--- src/include/irq_ctrl_pkg.sv ---
// Purpose: Shared constants for the interrupt request and enable logic
// Assumes: Nine sources, four-bit data access from the CPU core
// Notes:   Flag indices double as bit-instruction addresses
package irq_ctrl_pkg;

    // Source indices in the request and enable flag vectors
    localparam int NUM_SRC  = 9;
    localparam int SRC_BT   = 0;
    localparam int SRC_EXT4 = 1;
    localparam int SRC_EXT0 = 2;
    localparam int SRC_EXT1 = 3;
    localparam int SRC_CSI  = 4;
    localparam int SRC_T0   = 5;
    localparam int SRC_TPG  = 6;
    localparam int SRC_EXT2 = 7;
    localparam int SRC_W    = 8;

    // Vector numbers, 1 has the highest priority
    localparam logic [2:0] VEC_NONE = 3'h0;
    localparam logic [2:0] VEC_BT4  = 3'h1;
    localparam logic [2:0] VEC_EXT0 = 3'h2;
    localparam logic [2:0] VEC_EXT1 = 3'h3;
    localparam logic [2:0] VEC_CSI  = 3'h4;
    localparam logic [2:0] VEC_T0   = 3'h5;
    localparam logic [2:0] VEC_TPG  = 3'h6;
    localparam int         VEC_LAST = 6;

    // Nibble addresses of the four-bit access port
    localparam logic [3:0] NIB_IRQ_BASE = 4'h0;
    localparam logic [3:0] NIB_IE_BASE  = 4'h4;
    localparam logic [3:0] NIB_IM0      = 4'h8;
    localparam logic [3:0] NIB_IM1      = 4'h9;
    localparam logic [3:0] NIB_IM2      = 4'ha;
    localparam logic [3:0] NIB_IPS      = 4'hb;

    // Bit-instruction addresses: request flags from 0, enables from here
    localparam logic [4:0] BIT_IE_BASE = 5'h10;

    // Register fields and reset values
    localparam int         IM0_SCLK_BIT = 3;
    localparam int         IPS_IME_BIT  = 3;
    localparam logic [3:0] IM_RST       = 4'h0;
    localparam logic [3:0] IPS_RST      = 4'h0;

    // Edge selection codes
    localparam logic [1:0] EDGE_RISE = 2'h0;
    localparam logic [1:0] EDGE_FALL = 2'h1;
    localparam logic [1:0] EDGE_BOTH = 2'h2;

    // Consecutive equal samples needed to pass the noise filter
    localparam int FILT_SAMPLES = 2;

    typedef enum logic [1:0] {BOP_SET, BOP_CLR, BOP_TCLR, BOP_TEST} bit_op_e;

endpackage

--- src/include/ext0_filter_if.sv ---
// Purpose: Carrier between the controller and the ext0 noise filter
// Assumes: One clock domain
// Notes:   Sample tick already gated by standby
`timescale 1ns/1ps
interface ext0_filter_if;
    logic sample_tick;
    logic raw;
    logic clean;
    modport ctrl (output sample_tick, output raw, input clean);
    modport filt (input sample_tick, input raw, output clean);
endinterface

--- src/hw/ext0_noise_filter.sv ---
// Purpose: Sampled noise eliminator for the ext0 pin
// Assumes: Pin synchronous to clk_sys_i
// Notes:   Output changes only after NSAMP equal samples
`timescale 1ns/1ps
module ext0_noise_filter
    import irq_ctrl_pkg::*;
#(
    parameter int NSAMP = FILT_SAMPLES
)
(
    // Clock and reset
    input  wire logic   clk_sys_i,
    input  wire logic   rst_n_i,
    input  wire logic   ce_i,
    // Filter link
    ext0_filter_if.filt flt
);

    typedef struct packed {
        logic [NSAMP-1:0] hist;
        logic             clean;
    } filt_state_s;

    filt_state_s s_q;
    filt_state_s s_d;

    always_comb
    begin
        s_d = s_q;
        if (flt.sample_tick)
        begin
            s_d.hist = {s_q.hist[NSAMP-2:0], flt.raw};
            if (&s_d.hist)
                s_d.clean = 1'b1;
            else if (~|s_d.hist)
                s_d.clean = 1'b0;
        end
    end

    always_ff @(posedge clk_sys_i or negedge rst_n_i)
    begin
        if (!rst_n_i)
            s_q <= '0;
        else if (ce_i)
            s_q <= s_d;
    end

    assign flt.clean = s_q.clean;

endmodule // ext0_noise_filter

--- src/hw/irq_request_enable.sv ---
// Purpose: Interrupt request and enable flags with vectored requests
// Assumes: CPU core drives bit and nibble ports synchronously
// Notes:   Request, accept and flag updates all share clk_sys_i
`timescale 1ns/1ps
module irq_request_enable
    import irq_ctrl_pkg::*;
#(
    parameter int NKEY = 8
)
(
    // Clock, reset, enable
    input  wire logic            clk_sys_i,
    input  wire logic            rst_n_i,
    input  wire logic            ce_i,
    // Internal source events, one-cycle pulses
    input  wire logic            bt_tick_i,
    input  wire logic            serial_done_i,
    input  wire logic            timer_match_i,
    input  wire logic            pulse_gen_match_i,
    input  wire logic            watch_tick_i,
    // External pins
    input  wire logic            ext_irq_pin0_i,
    input  wire logic            ext_irq_pin1_i,
    input  wire logic            ext_irq_pin2_i,
    input  wire logic            ext_irq_pin4_i,
    input  wire logic [NKEY-1:0] key_input_i,
    // Ext0 sampling clocks and standby
    input  wire logic            cpu_clk_tick_i,
    input  wire logic            fx_div64_tick_i,
    input  wire logic            standby_i,
    // CPU sequencer
    input  wire logic [1:0]      nest_status_i,
    input  wire logic            global_enable_op_i,
    input  wire logic            global_disable_op_i,
    input  wire logic            irq_accept_i,
    // Bit instruction port
    input  wire logic            bit_op_valid_i,
    input  wire bit_op_e         bit_op_i,
    input  wire logic [4:0]      bit_addr_i,
    output logic                 bit_value_o,
    output logic                 skip_o,
    // Nibble port
    input  wire logic            nib_wr_i,
    input  wire logic            nib_rd_i,
    input  wire logic [3:0]      nib_addr_i,
    input  wire logic [3:0]      nib_wdata_i,
    output logic [3:0]           nib_rdata_o,
    // Requests to the CPU
    output logic                 vectored_request_o,
    output logic [2:0]           vector_num_o,
    output logic                 wake_o,
    output logic                 master_irq_enable_o
);

    typedef struct packed {
        logic [NUM_SRC-1:0] irq;
        logic [NUM_SRC-1:0] ie;
        logic [3:0]         im0;
        logic [3:0]         im1;
        logic [3:0]         im2;
        logic [3:0]         interrupt_priority_select;
        logic               ext0_prev;
        logic               ext1_prev;
        logic               ext2_prev;
        logic               ext4_prev;
        logic               key_prev;
        logic               bit_val;
        logic               skip;
        logic               vec_req;
        logic [2:0]         vec;
        logic               wake;
        logic [3:0]         rdata;
    } ctl_state_s;

    ctl_state_s s_q;
    ctl_state_s s_d;

    ext0_filter_if flt_if ();

    ext0_noise_filter #(
        .NSAMP (FILT_SAMPLES)
    ) u_filter (
        .clk_sys_i (clk_sys_i),
        .rst_n_i   (rst_n_i),
        .ce_i      (ce_i),
        .flt       (flt_if.filt)
    );

    function automatic logic edge_hit(input logic [1:0] mode,
                                      input logic       prev,
                                      input logic       cur);
        case (mode)
            EDGE_RISE: edge_hit = cur & ~prev;
            EDGE_FALL: edge_hit = prev & ~cur;
            EDGE_BOTH: edge_hit = prev ^ cur;
            default:   edge_hit = 1'b0;
        endcase
    endfunction

    // Each mode bit enables a pair of key pins
    function automatic logic [NKEY-1:0] key_mask(input logic [3:0] m);
        logic [NKEY-1:0] k;
        k = '0;
        for (int i = 0; i < NKEY; i++)
            k[i] = m[(i / 2) % 4];
        return k;
    endfunction

    function automatic logic vec_pending(input logic [2:0]         v,
                                         input logic [NUM_SRC-1:0] p);
        case (v)
            VEC_BT4:  vec_pending = p[SRC_BT] | p[SRC_EXT4];
            VEC_EXT0: vec_pending = p[SRC_EXT0];
            VEC_EXT1: vec_pending = p[SRC_EXT1];
            VEC_CSI:  vec_pending = p[SRC_CSI];
            VEC_T0:   vec_pending = p[SRC_T0];
            VEC_TPG:  vec_pending = p[SRC_TPG];
            default:  vec_pending = 1'b0;
        endcase
    endfunction

    function automatic logic [NUM_SRC-1:0] accept_clear(
        input logic [2:0]         v,
        input logic [NUM_SRC-1:0] ie);
        logic [NUM_SRC-1:0] m;
        m = '0;
        case (v)
            VEC_BT4:
            begin
                if (!(ie[SRC_BT] && ie[SRC_EXT4]))
                begin
                    m[SRC_BT]   = ie[SRC_BT];
                    m[SRC_EXT4] = ie[SRC_EXT4];
                end
            end
            VEC_EXT0: m[SRC_EXT0] = 1'b1;
            VEC_EXT1: m[SRC_EXT1] = 1'b1;
            VEC_CSI:  m[SRC_CSI]  = 1'b1;
            VEC_T0:   m[SRC_T0]   = 1'b1;
            VEC_TPG:  m[SRC_TPG]  = 1'b1;
            default:  m = '0;
        endcase
        return m;
    endfunction

    // Sampling stops in standby, so ext0 edges there are seen only once sampling resumes
    // clock select, standby gate
    assign flt_if.sample_tick = (s_q.im0[IM0_SCLK_BIT] ? fx_div64_tick_i
                                                       : cpu_clk_tick_i)
                                & ~standby_i;
    assign flt_if.raw         = ext_irq_pin0_i;

    logic [NUM_SRC-1:0] hw_set;
    logic               key_all_high;
    logic               key_mode;
    logic [NUM_SRC-1:0] pend;
    logic [2:0]         sel;

    always_comb
    begin
        s_d          = s_q;
        hw_set       = '0;
        pend         = '0;
        sel          = VEC_NONE;
        key_mode     = s_q.im2 != IM_RST;
        key_all_high = &(key_input_i | ~key_mask(s_q.im2));

        hw_set[SRC_BT]  = bt_tick_i;
        hw_set[SRC_CSI] = serial_done_i;
        hw_set[SRC_T0]  = timer_match_i;
        hw_set[SRC_TPG] = pulse_gen_match_i;
        hw_set[SRC_W]   = watch_tick_i;
        hw_set[SRC_EXT4] = edge_hit(EDGE_BOTH, s_q.ext4_prev,
                                    ext_irq_pin4_i);
        hw_set[SRC_EXT0] = edge_hit(s_q.im0[1:0], s_q.ext0_prev,
                                    flt_if.clean);
        hw_set[SRC_EXT1] = edge_hit({1'b0, s_q.im1[0]}, s_q.ext1_prev,
                                    ext_irq_pin1_i);
        if (key_mode)
            hw_set[SRC_EXT2] = s_q.key_prev & ~key_all_high;
        else
            hw_set[SRC_EXT2] = ext_irq_pin2_i & ~s_q.ext2_prev;

        s_d.ext0_prev = flt_if.clean;
        s_d.ext1_prev = ext_irq_pin1_i;
        s_d.ext2_prev = ext_irq_pin2_i;
        s_d.ext4_prev = ext_irq_pin4_i;
        s_d.key_prev  = key_all_high;

        if (nib_wr_i)
        begin
            for (int i = 0; i < NUM_SRC; i++)
            begin
                if (nib_addr_i == NIB_IRQ_BASE + 4'(i / 4))
                    s_d.irq[i] = nib_wdata_i[i % 4];
                if (nib_addr_i == NIB_IE_BASE + 4'(i / 4))
                    s_d.ie[i] = nib_wdata_i[i % 4];
            end
            case (nib_addr_i)
                NIB_IM0: s_d.im0 = nib_wdata_i;
                NIB_IM1: s_d.im1 = nib_wdata_i;
                NIB_IM2: s_d.im2 = nib_wdata_i;
                NIB_IPS: s_d.interrupt_priority_select = nib_wdata_i;
                default: s_d.interrupt_priority_select = s_d.interrupt_priority_select;
            endcase
        end

        if (nib_rd_i)
        begin
            s_d.rdata = 4'h0;
            for (int i = 0; i < NUM_SRC; i++)
            begin
                if (nib_addr_i == NIB_IRQ_BASE + 4'(i / 4))
                    s_d.rdata[i % 4] = s_q.irq[i];
                if (nib_addr_i == NIB_IE_BASE + 4'(i / 4))
                    s_d.rdata[i % 4] = s_q.ie[i];
            end
            case (nib_addr_i)
                NIB_IM0: s_d.rdata = s_q.im0;
                NIB_IM1: s_d.rdata = s_q.im1;
                NIB_IM2: s_d.rdata = s_q.im2;
                NIB_IPS: s_d.rdata = s_q.interrupt_priority_select;
                default: s_d.rdata = s_d.rdata;
            endcase
        end

        if (bit_op_valid_i)
        begin
            s_d.skip = 1'b0;
            for (int i = 0; i < NUM_SRC; i++)
            begin
                if (bit_addr_i == 5'(i))
                begin
                    s_d.bit_val = s_q.irq[i];
                    case (bit_op_i)
                        BOP_SET:  s_d.irq[i] = 1'b1;
                        BOP_CLR:  s_d.irq[i] = 1'b0;
                        BOP_TCLR:
                        begin
                            s_d.skip   = s_q.irq[i];
                            s_d.irq[i] = 1'b0;
                        end
                        BOP_TEST: s_d.skip = s_q.irq[i];
                        default:  s_d.skip = 1'b0;
                    endcase
                end
                if (bit_addr_i == BIT_IE_BASE + 5'(i))
                begin
                    s_d.bit_val = s_q.ie[i];
                    case (bit_op_i)
                        BOP_SET:  s_d.ie[i] = 1'b1;
                        BOP_CLR:  s_d.ie[i] = 1'b0;
                        BOP_TCLR:
                        begin
                            s_d.skip  = s_q.ie[i];
                            s_d.ie[i] = 1'b0;
                        end
                        BOP_TEST: s_d.skip = s_q.ie[i];
                        default:  s_d.skip = 1'b0;
                    endcase
                end
            end
        end

        if (global_enable_op_i)
            s_d.interrupt_priority_select[IPS_IME_BIT] = 1'b1;
        else if (global_disable_op_i)
            s_d.interrupt_priority_select[IPS_IME_BIT] = 1'b0;

        if (irq_accept_i)
            s_d.irq = s_d.irq & ~accept_clear(s_q.vec, s_q.ie);

        s_d.irq = s_d.irq | hw_set;

        pend = s_d.irq & s_d.ie;
        s_d.wake = |pend;

        for (int v = VEC_LAST; v >= 1; v--)
        begin
            if (vec_pending(3'(v), pend) &&
                (nest_status_i == 2'h0 ||
                 (nest_status_i == 2'h1 && s_d.interrupt_priority_select[2:0] == 3'(v))))
                sel = 3'(v);
        end
        if (!s_d.interrupt_priority_select[IPS_IME_BIT])
            sel = VEC_NONE;
        s_d.vec     = sel;
        s_d.vec_req = sel != VEC_NONE;
    end

    always_ff @(posedge clk_sys_i or negedge rst_n_i)
    begin
        if (!rst_n_i)
            s_q <= '0;
        else if (ce_i)
            s_q <= s_d;
    end

    assign bit_value_o         = s_q.bit_val;
    assign skip_o              = s_q.skip;
    assign nib_rdata_o         = s_q.rdata;
    assign vectored_request_o  = s_q.vec_req;
    assign vector_num_o        = s_q.vec;
    assign wake_o              = s_q.wake;
    assign master_irq_enable_o = s_q.interrupt_priority_select[IPS_IME_BIT];

endmodule // irq_request_enable

--- config.mk ---
export PLATFORM = sky130hd
export DESIGN_NAME = irq_request_enable
export DESIGN_NICKNAME = d
export VERILOG_FILES = /design/src/include/irq_ctrl_pkg.sv /design/src/include/ext0_filter_if.sv /design/src/hw/ext0_noise_filter.sv /design/src/hw/irq_request_enable.sv
export SDC_FILE = /design/constraint.sdc
export NUM_CORES = 1
export LEC_CHECK = 0
export ABC_AREA = 1
export BUFFER_PORTS_ARGS = -buffer_cell sky130_fd_sc_hd__buf_4
export CORE_ASPECT_RATIO = 0.8
export CORE_MARGIN = 2
export CORE_UTILIZATION = 40
export CTS_CLUSTER_DIAMETER = 40
export CTS_CLUSTER_SIZE = 20
export DETAILED_ROUTE_END_ITERATION = 10
export PLACE_DENSITY = 0.66
export RECOVER_POWER = 50
export SYNTH_ARGS = -nofsm -noshare
export SYNTH_HDL_FRONTEND = slang
export SYNTH_SLANG_ARGS = --single-unit
--- constraint.sdc ---
create_clock -name clk_sys_i -period 3.9 [get_ports clk_sys_i]
set_clock_uncertainty 0.2 [all_clocks]
set_input_delay 0.195 -clock clk_sys_i [delete_from_list [all_inputs] [get_ports clk_sys_i]]
set_output_delay 0.195 -clock clk_sys_i [all_outputs]
set_load 0.05 [all_outputs]
=== After elaboration in Yosys (flattened, before gate mapping) ===
Index checks and enable logic that the tools add are counted.
W data, S select, Z words.

* Flip-flop bits (word level): 52
* Bits of input ports: 46
* Output and inout bits: 12
* Word-level logic and storage cells: 282

* Equality and inequality tests: 46
* Muxes and demuxes: 153
* Bitwise gates (word level): 24
* Reduce and logical (&&, ||, !) cells: 40

{| class="wikitable"
|+ Operator list
! kind !! number
|-
| $mux W1 || 88
|-
| $mux W2 || 30
|-
| $eq A5 B5 Y1 const B || 9
|-
| $pmux W1 S2 || 19
|-
| $mux W34 || 1
|-
| $mux W3 || 7
|-
| $eq A5 B3 Y1 const B || 4
|-
| $ne A19 B1 Y1 const B || 1
|-
| $and A9 B9 Y9 || 2
|-
| $eq A3 B3 Y1 const B || 6
|-
| $mux W18 || 1
|-
| $eq A4 B4 Y1 const B || 4
|-
| $mux W4 || 4
|-
| $pmux W4 S4 || 1
|-
| $reduce_and A3 Y1 || 5
|-
| $logic_and A1 B1 Y1 || 13
|-
| $eq A3 B2 Y1 const B || 4
|-
| $eq A4 B3 Y1 const B || 3
|-
| $eq A5 B2 Y1 const B || 2
|-
| $mux W9 || 1
|-
| $not A9 Y9 || 1
|-
| $or A9 B9 Y9 || 1
|-
| $reduce_or A9 Y1 || 1
|-
| $not A1 Y1 || 8
|-
| 23 further kinds || 47
|}

=== Longest topological paths before layout ===
* Word-level depth: 46
* Depth in mapped cells: 17

=== Cells and area by module ===
Synthesis repeated with hierarchy kept, for this count alone.

* Cells, all modules: 598
* Area total of the unflattened synthesis: 3786.1 um^2

{| class="wikitable"
|+ Modules (own cells, without submodules)
! module !! instances !! cells each !! area each (um^2) !! sequential area each (um^2)
|-
| irq_request_enable || 1 || 586 || 3684.8 || 1251.2
|-
| ext0_noise_filter || 1 || 12 || 101.3 || 50.0
|}

=== Least setup slack after synthesis ===
No wires, ideal clock.

* Path type: in2reg
* Start: in nib_addr_i[0]
* End: reg s_q (netlist bit vectored_request_o)
* Arrival time: 1409 ps
* Required time: 3581 ps
* Setup slack: 2172 ps
* Stages on the path: 14
* Path buffers: 0
* Path through: nor2_1 > nand3_2 > clkinv_2 > nand2_1 > nand3_1 > nand2_1 > nand2_1 > nand2_1 > nand3_1 > nand2_1 > inv_1 > nand2_1 > a21boi_1 > nand2_1

* Longest elaborated chain between the ends: 19
* Elaborated cells between the ends (all ways): 89

{| class="wikitable"
|+ RTL lines
! element !! RTL line !! source
|-
| from (decl) || irq_request_enable.sv:45 || <nowiki>input wire logic [3:0] nib_addr_i,</nowiki>
|-
| $eq A4 B1 Y1 || irq_request_enable.sv:194 || <nowiki>if (nib_addr_i == NIB_IRQ_BASE + 4'(i / 4))</nowiki>
|-
| $mux W1 || irq_request_enable.sv:194 ||
|-
| $mux W34 (*) || irq_request_enable.sv:190 || <nowiki>if (nib_wr_i)</nowiki>
|-
| $pmux W1 S2 || irq_request_enable.sv:235 || <nowiki>case (bit_op_i)</nowiki>
|-
| $mux W1 || irq_request_enable.sv:232 || <nowiki>if (bit_addr_i == 5'(i))</nowiki>
|-
| $mux W18 || irq_request_enable.sv:227 || <nowiki>if (bit_op_valid_i)</nowiki>
|-
| $and A9 B9 Y9 || irq_request_enable.sv:271 || <nowiki>s_d.irq = s_d.irq & ~accept_clear(s_q.vec, s_q.ie);</nowiki>
|-
| $mux W9 || irq_request_enable.sv:270 || <nowiki>if (irq_accept_i)</nowiki>
|-
| $or A9 B9 Y9 || irq_request_enable.sv:273 || <nowiki>s_d.irq = s_d.irq | hw_set;</nowiki>
|-
| $and A9 B9 Y9 || irq_request_enable.sv:275 || <nowiki>pend = s_d.irq & s_d.ie;</nowiki>
|-
| $logic_and A1 B1 Y1 || irq_request_enable.sv:280 || <nowiki>if (vec_pending(3'(v), pend) &&</nowiki>
|-
| $mux W3 (6 in a row) || irq_request_enable.sv:280 ||
|-
| $mux W3 (*) || irq_request_enable.sv:285 || <nowiki>if (!s_d.interrupt_priority_select[IPS_IME_BIT])</nowiki>
|-
| $reduce_bool A3 Y1 (*) || irq_request_enable.sv:288 || <nowiki>s_d.vec_req = sel != VEC_NONE;</nowiki>
|-
| to (signal assigned) || irq_request_enable.sv:294 || <nowiki>s_q <= '0;</nowiki>
|-
| to (signal assigned) || irq_request_enable.sv:296 || <nowiki>s_q <= s_d;</nowiki>
|-
| to (decl) || irq_request_enable.sv:75 || <nowiki>ctl_state_s s_q;</nowiki>
|}

Mark *: on every way between the ends. The rest lies on a longest branch, timed or not.
A chain may end at the register's enable or synchronous reset.

=== Worst setup path in the final report ===
* Start: reg s_q[15] in the netlist's numbering
* End: reg s_q (netlist bit vectored_request_o)

* Longest elaborated chain between the ends: 10
* Elaborated cells between the ends (all ways): 12

{| class="wikitable"
|+ RTL lines
! element !! RTL line !! source
|-
| $not A1 Y1 || irq_request_enable.sv:93 || <nowiki>EDGE_RISE: edge_hit = cur & ~prev;</nowiki>
|-
| $and A1 B1 Y1 || irq_request_enable.sv:93 ||
|-
| $pmux W1 S3 (*) || irq_request_enable.sv:92 || <nowiki>case (mode)</nowiki>
|-
| $or A9 B9 Y9 (*) || irq_request_enable.sv:273 ||
|-
| $and A9 B9 Y9 (*) || irq_request_enable.sv:275 ||
|-
| $logic_and A1 B1 Y1 (*) || irq_request_enable.sv:280 ||
|-
| $mux W3 (*) (2 in a row) || irq_request_enable.sv:280 ||
|-
| $mux W3 (*) || irq_request_enable.sv:285 ||
|-
| $reduce_bool A3 Y1 (*) || irq_request_enable.sv:288 ||
|}

Marks and branches as above.

==> run_results.csv <==
group,metric,value,unit
clock_tree,cts_buffer_depth,2,
routing,drt-initial-drc-count,453,
place,place_congestion,0.9557,
synthesis,synth_area_leaders,"dfrtp_1 (35%), nand2_1 (21%), inv_1 (8.3%)",
timing,worst_pin_slew,1.388,ns
setup_path,arrival,2.17,ns
routing,antenna_left,0,
synthesis,synth.largest_area_cell,"dfrtp_1",
clock_tree,clock_latency,0.30,ns
power,clockPowerShare,0.298,
die,fp.dieW,112.0,µm
timing,tns,0,ns
synthesis,syn_inst,586,
place,dp.cells,740,
setup_path,startpoint_type,"register",
timing,relSlewSlack,0.07464,
cells_and_area,antenna_cells,0,
timing,layout_setup_ws,1.719,ns
timing,rsz0062_at_grt,"no",
global_route,grt_pass1_vias,3825,
die,initial_core_util,0.4115,
setup_path,worst_path_max_delay_cell,"o311ai_0",
setup_path,slowest_delay,0.49,ns
power,ir_drop,0.2211,mV
timing,maxSlewViolCount,0,
routing,vias_per_cell,5.390,
routing,vias,4064,
setup_path,critPathKind,"register to register",
place,dp_slack,1.600,ns
global_route,grt_max_degree,53,
die,io_pins,58,
clock_tree,h-tree-depth,2,
min_path,hold_class,"input port to register",
setup_path,crit_path_end_kind,"register",
global_route,grt_pass1_wl,19.43,mm
synthesis,synth_cell_type_count,38,
die,dieArea,10130,µm²
routing,totalWireLength,12.04,mm
setup_path,cp_cell_sequence,"inv_1, ha_1, o311ai_0, nand2_1, nand3_1, nand2_1, inv_1, nand2_1, a21boi_1, nand2_1",
routing,drtPass1Iterations,7,
power,p_leak,2.233,nW
global_route,antenna_found_initial,0,
clock_tree,root_buffer,"clkbuf_16",
power,p_int,1.136,mW
die,core,9076,µm²
global_route,track_usage,0.2396,
synthesis,yosysSeqAreaShare,0.3484,
synthesis,synthArstFlopShare,1.000,
synthesis,ys.flop_type,"dfrtp_1",
synthesis,syn_area_per_cell,6.373,µm²
clock_tree,path_clk_slew,0.08,ns
synthesis,synth_edf_count,0,
power,p_per_area,405.5,nW/µm²
place,numPortBuffers,57,
run_status,status,"finished clean",
synthesis,ys_top_cells_by_count,"nand2_1 (206), inv_1 (83), o21ai_0 (62), dfrtp_1 (52), nor2_1 (46)",
clock_tree,cts_tree,"built",
setup_path,worstPathMaxFanout,3,
place,hpwlAfterDp,9.150,mm
routing,wl_per_cell,15.97,µm
setup_path,crit_buf_inv,2,
flow_run,drv_cap,0,
power,p_seq_frac,0.391,
synthesis,netlist_area,3735,µm²
synthesis,yosysMostFrequentCell,"nand2_1",
cells_and_area,fin_cells,754,
timing,period_minus_slack,2.181,ns
cells_and_area,syn2layout_area_growth,18.26,%
synthesis,ys_seq_elements,52,
timing,final_hold_viol_count,0,
setup_path,worst_path_dominant_cell_family,"compound AO/OA/AOI/OAI gates",
setup_path,cpMostUsedCell,"nand2_1",
power,p_sw,655.3,µW
timing,final-setup-viol-count,0,
power,comb_power_share,0.311,
setup_path,cp_data_required_time,3.89,ns
synthesis,syn_nets,635,
clock_tree,numCtsBuffers,5,
cells_and_area,nets,687,
synthesis,synth_top_area_share,0.3484,
clock_tree,cts_resized,0,
routing,drc,0,
synthesis,yosysWarnings,0,
power,p_sw_frac,0.3659,
global_route,global_route.overflow_total,0,
timing,fmax,458.5,MHz
die,std_cell_rows,31,
timing,fin_crit_sh,0.5593,
die,die_height,90.43,µm
clock_tree,clock_sinks,52,
cells_and_area,layout-drive-gt1-share,0.1111,
==> final timing paths <==
path,start,endpoint,slack [ns],cells after the start
worst max-delay path,s_q[15],vectored_request_o,1.72,10
worst min-delay path,standby_i,u_filter.s_q[1],0.01,5
worst max register to register,s_q[15],vectored_request_o,1.72,10
worst min register to register,nib_rdata_o[1],nib_rdata_o[1],0.28,2
max in group asynchronous,rst_n_i,s_q[34],2.11,2
min in group asynchronous,rst_n_i,bit_value_o,0.54,2
==> what timing repair did <==
action | in CTS | in global routing
hold buffers | 6 | 0
endpoints found under the hold margin | 56 | 0
buffers inserted | 0 | 0
==> cells in the final DEF (no fill, tap or decap), drive strengths merged <==
cell type | synthesis | layout
bufinv | 0 | 1
nand2 | 209 | 209
a21oi | 9 | 9
a31oi | 1 | 1
o221ai | 1 | 1
nor4 | 2 | 2
nor3 | 7 | 7
or3 | 1 | 1
clkbuf | 5 | 11
a22o | 2 | 2
buf | 13 | 52
nor2 | 49 | 49
ha | 3 | 3
a221oi | 3 | 3
clkinv | 1 | 2
a22oi | 2 | 2
dfrtp | 52 | 52
o21ai | 63 | 63
a21boi | 1 | 1
a21o | 1 | 1
nand3 | 43 | 43
o2111ai | 2 | 2
o211ai | 7 | 7
nand4 | 9 | 9
o31ai | 2 | 2
o21a | 1 | 1
o22ai | 12 | 12
o311ai | 1 | 1
inv | 83 | 83
xnor2 | 1 | 1
dlygate4sd3 | 0 | 6
==> power by group through the flow <==
stage	Sequential (mW)	Combinational [mW]	Clock [mW]
5_1_grt	0.712	0.623	0.559
3_5_place_dp	0.709	0.553	0
3_3_place_gp	0.707	0.545	0
4_1_cts	0.699	0.561	0.543
6_report	0.700	0.557	0.534
2_1_floorplan	0.719	0.351	0
==> stage by stage <==
step           hold WS [ns]  power, mW  cell area (µm²)    util
2_1_floorplan       -0.3006      1.071             3735       -
3_3_place_gp        0.08463      1.252             4204  0.4632
3_5_place_dp        0.09597      1.263             4204  0.4632
4_1_cts             0.01144      1.803             4442  0.4894
5_1_grt             0.02872      1.894             4417  0.4866
6_report            0.01099      1.791             4417  0.4866
==> final cells by class <==
type	count	area, µm²
fillers	961	4659
multi-input cells	432	2007
flip-flops and latches	52	1301
repair buffers	63	470.5
inverters	84	316.6
well taps	115	143.9
clock buffers	6	138.9
clock inverters	2	38.79
==> flip-flops by register name (all words and copies together) (netlist names) <==
| name | flops |
|---|---|
| vector_num_o | 3 |
| s_q | 38 |
| nib_rdata_o | 4 |
| wake_o | 1 |
| skip_o | 1 |
| master_irq_enable_o | 1 |
| u_filter.flt.clean | 1 |
| u_filter.s_q | 1 |
| vectored_request_o | 1 |
| bit_value_o | 1 |
==> worst reg2reg max path, cell delays in order, from the launching register on <==
cell	delay, ns
dfrtp_1	0.36
inv_1	0.06
ha_1	0.18
o311ai_0	0.49
nand2_1	0.21
nand3_1	0.14
nand2_1	0.07
inv_1	0.08
nand2_1	0.08
a21boi_1	0.13
nand2_1	0.07
==> kinds of logic (layout without fill, tap and decap cells) <==
group / count (synthesis) / in the layout / share of synthesized area
buf+inv: 102 / 155 / 0.1122
fa+ha+maj: 3 / 3 / 0.01005
simple gates: 320 / 320 / 0.3585
xor+xnor: 1 / 1 / 0.002345
compound gates: 108 / 108 / 0.1685
flops: 52 / 52 / 0.3484
==> layer usage <==
| metal | track usage | share of wire | up-vias |
|---|---|---|---|
| met5 | 0 | 0 | - |
| met4 | 0.06199 | 0.017 | 0 |
| met3 | 0.04497 | 0.085 | 19 |
| met2 | 0.3606 | 0.43 | 152 |
| met1 | 0.3541 | 0.47 | 1901 |
| li1 | - | - | 1992 |
Power figures use the tool's default switching activity.
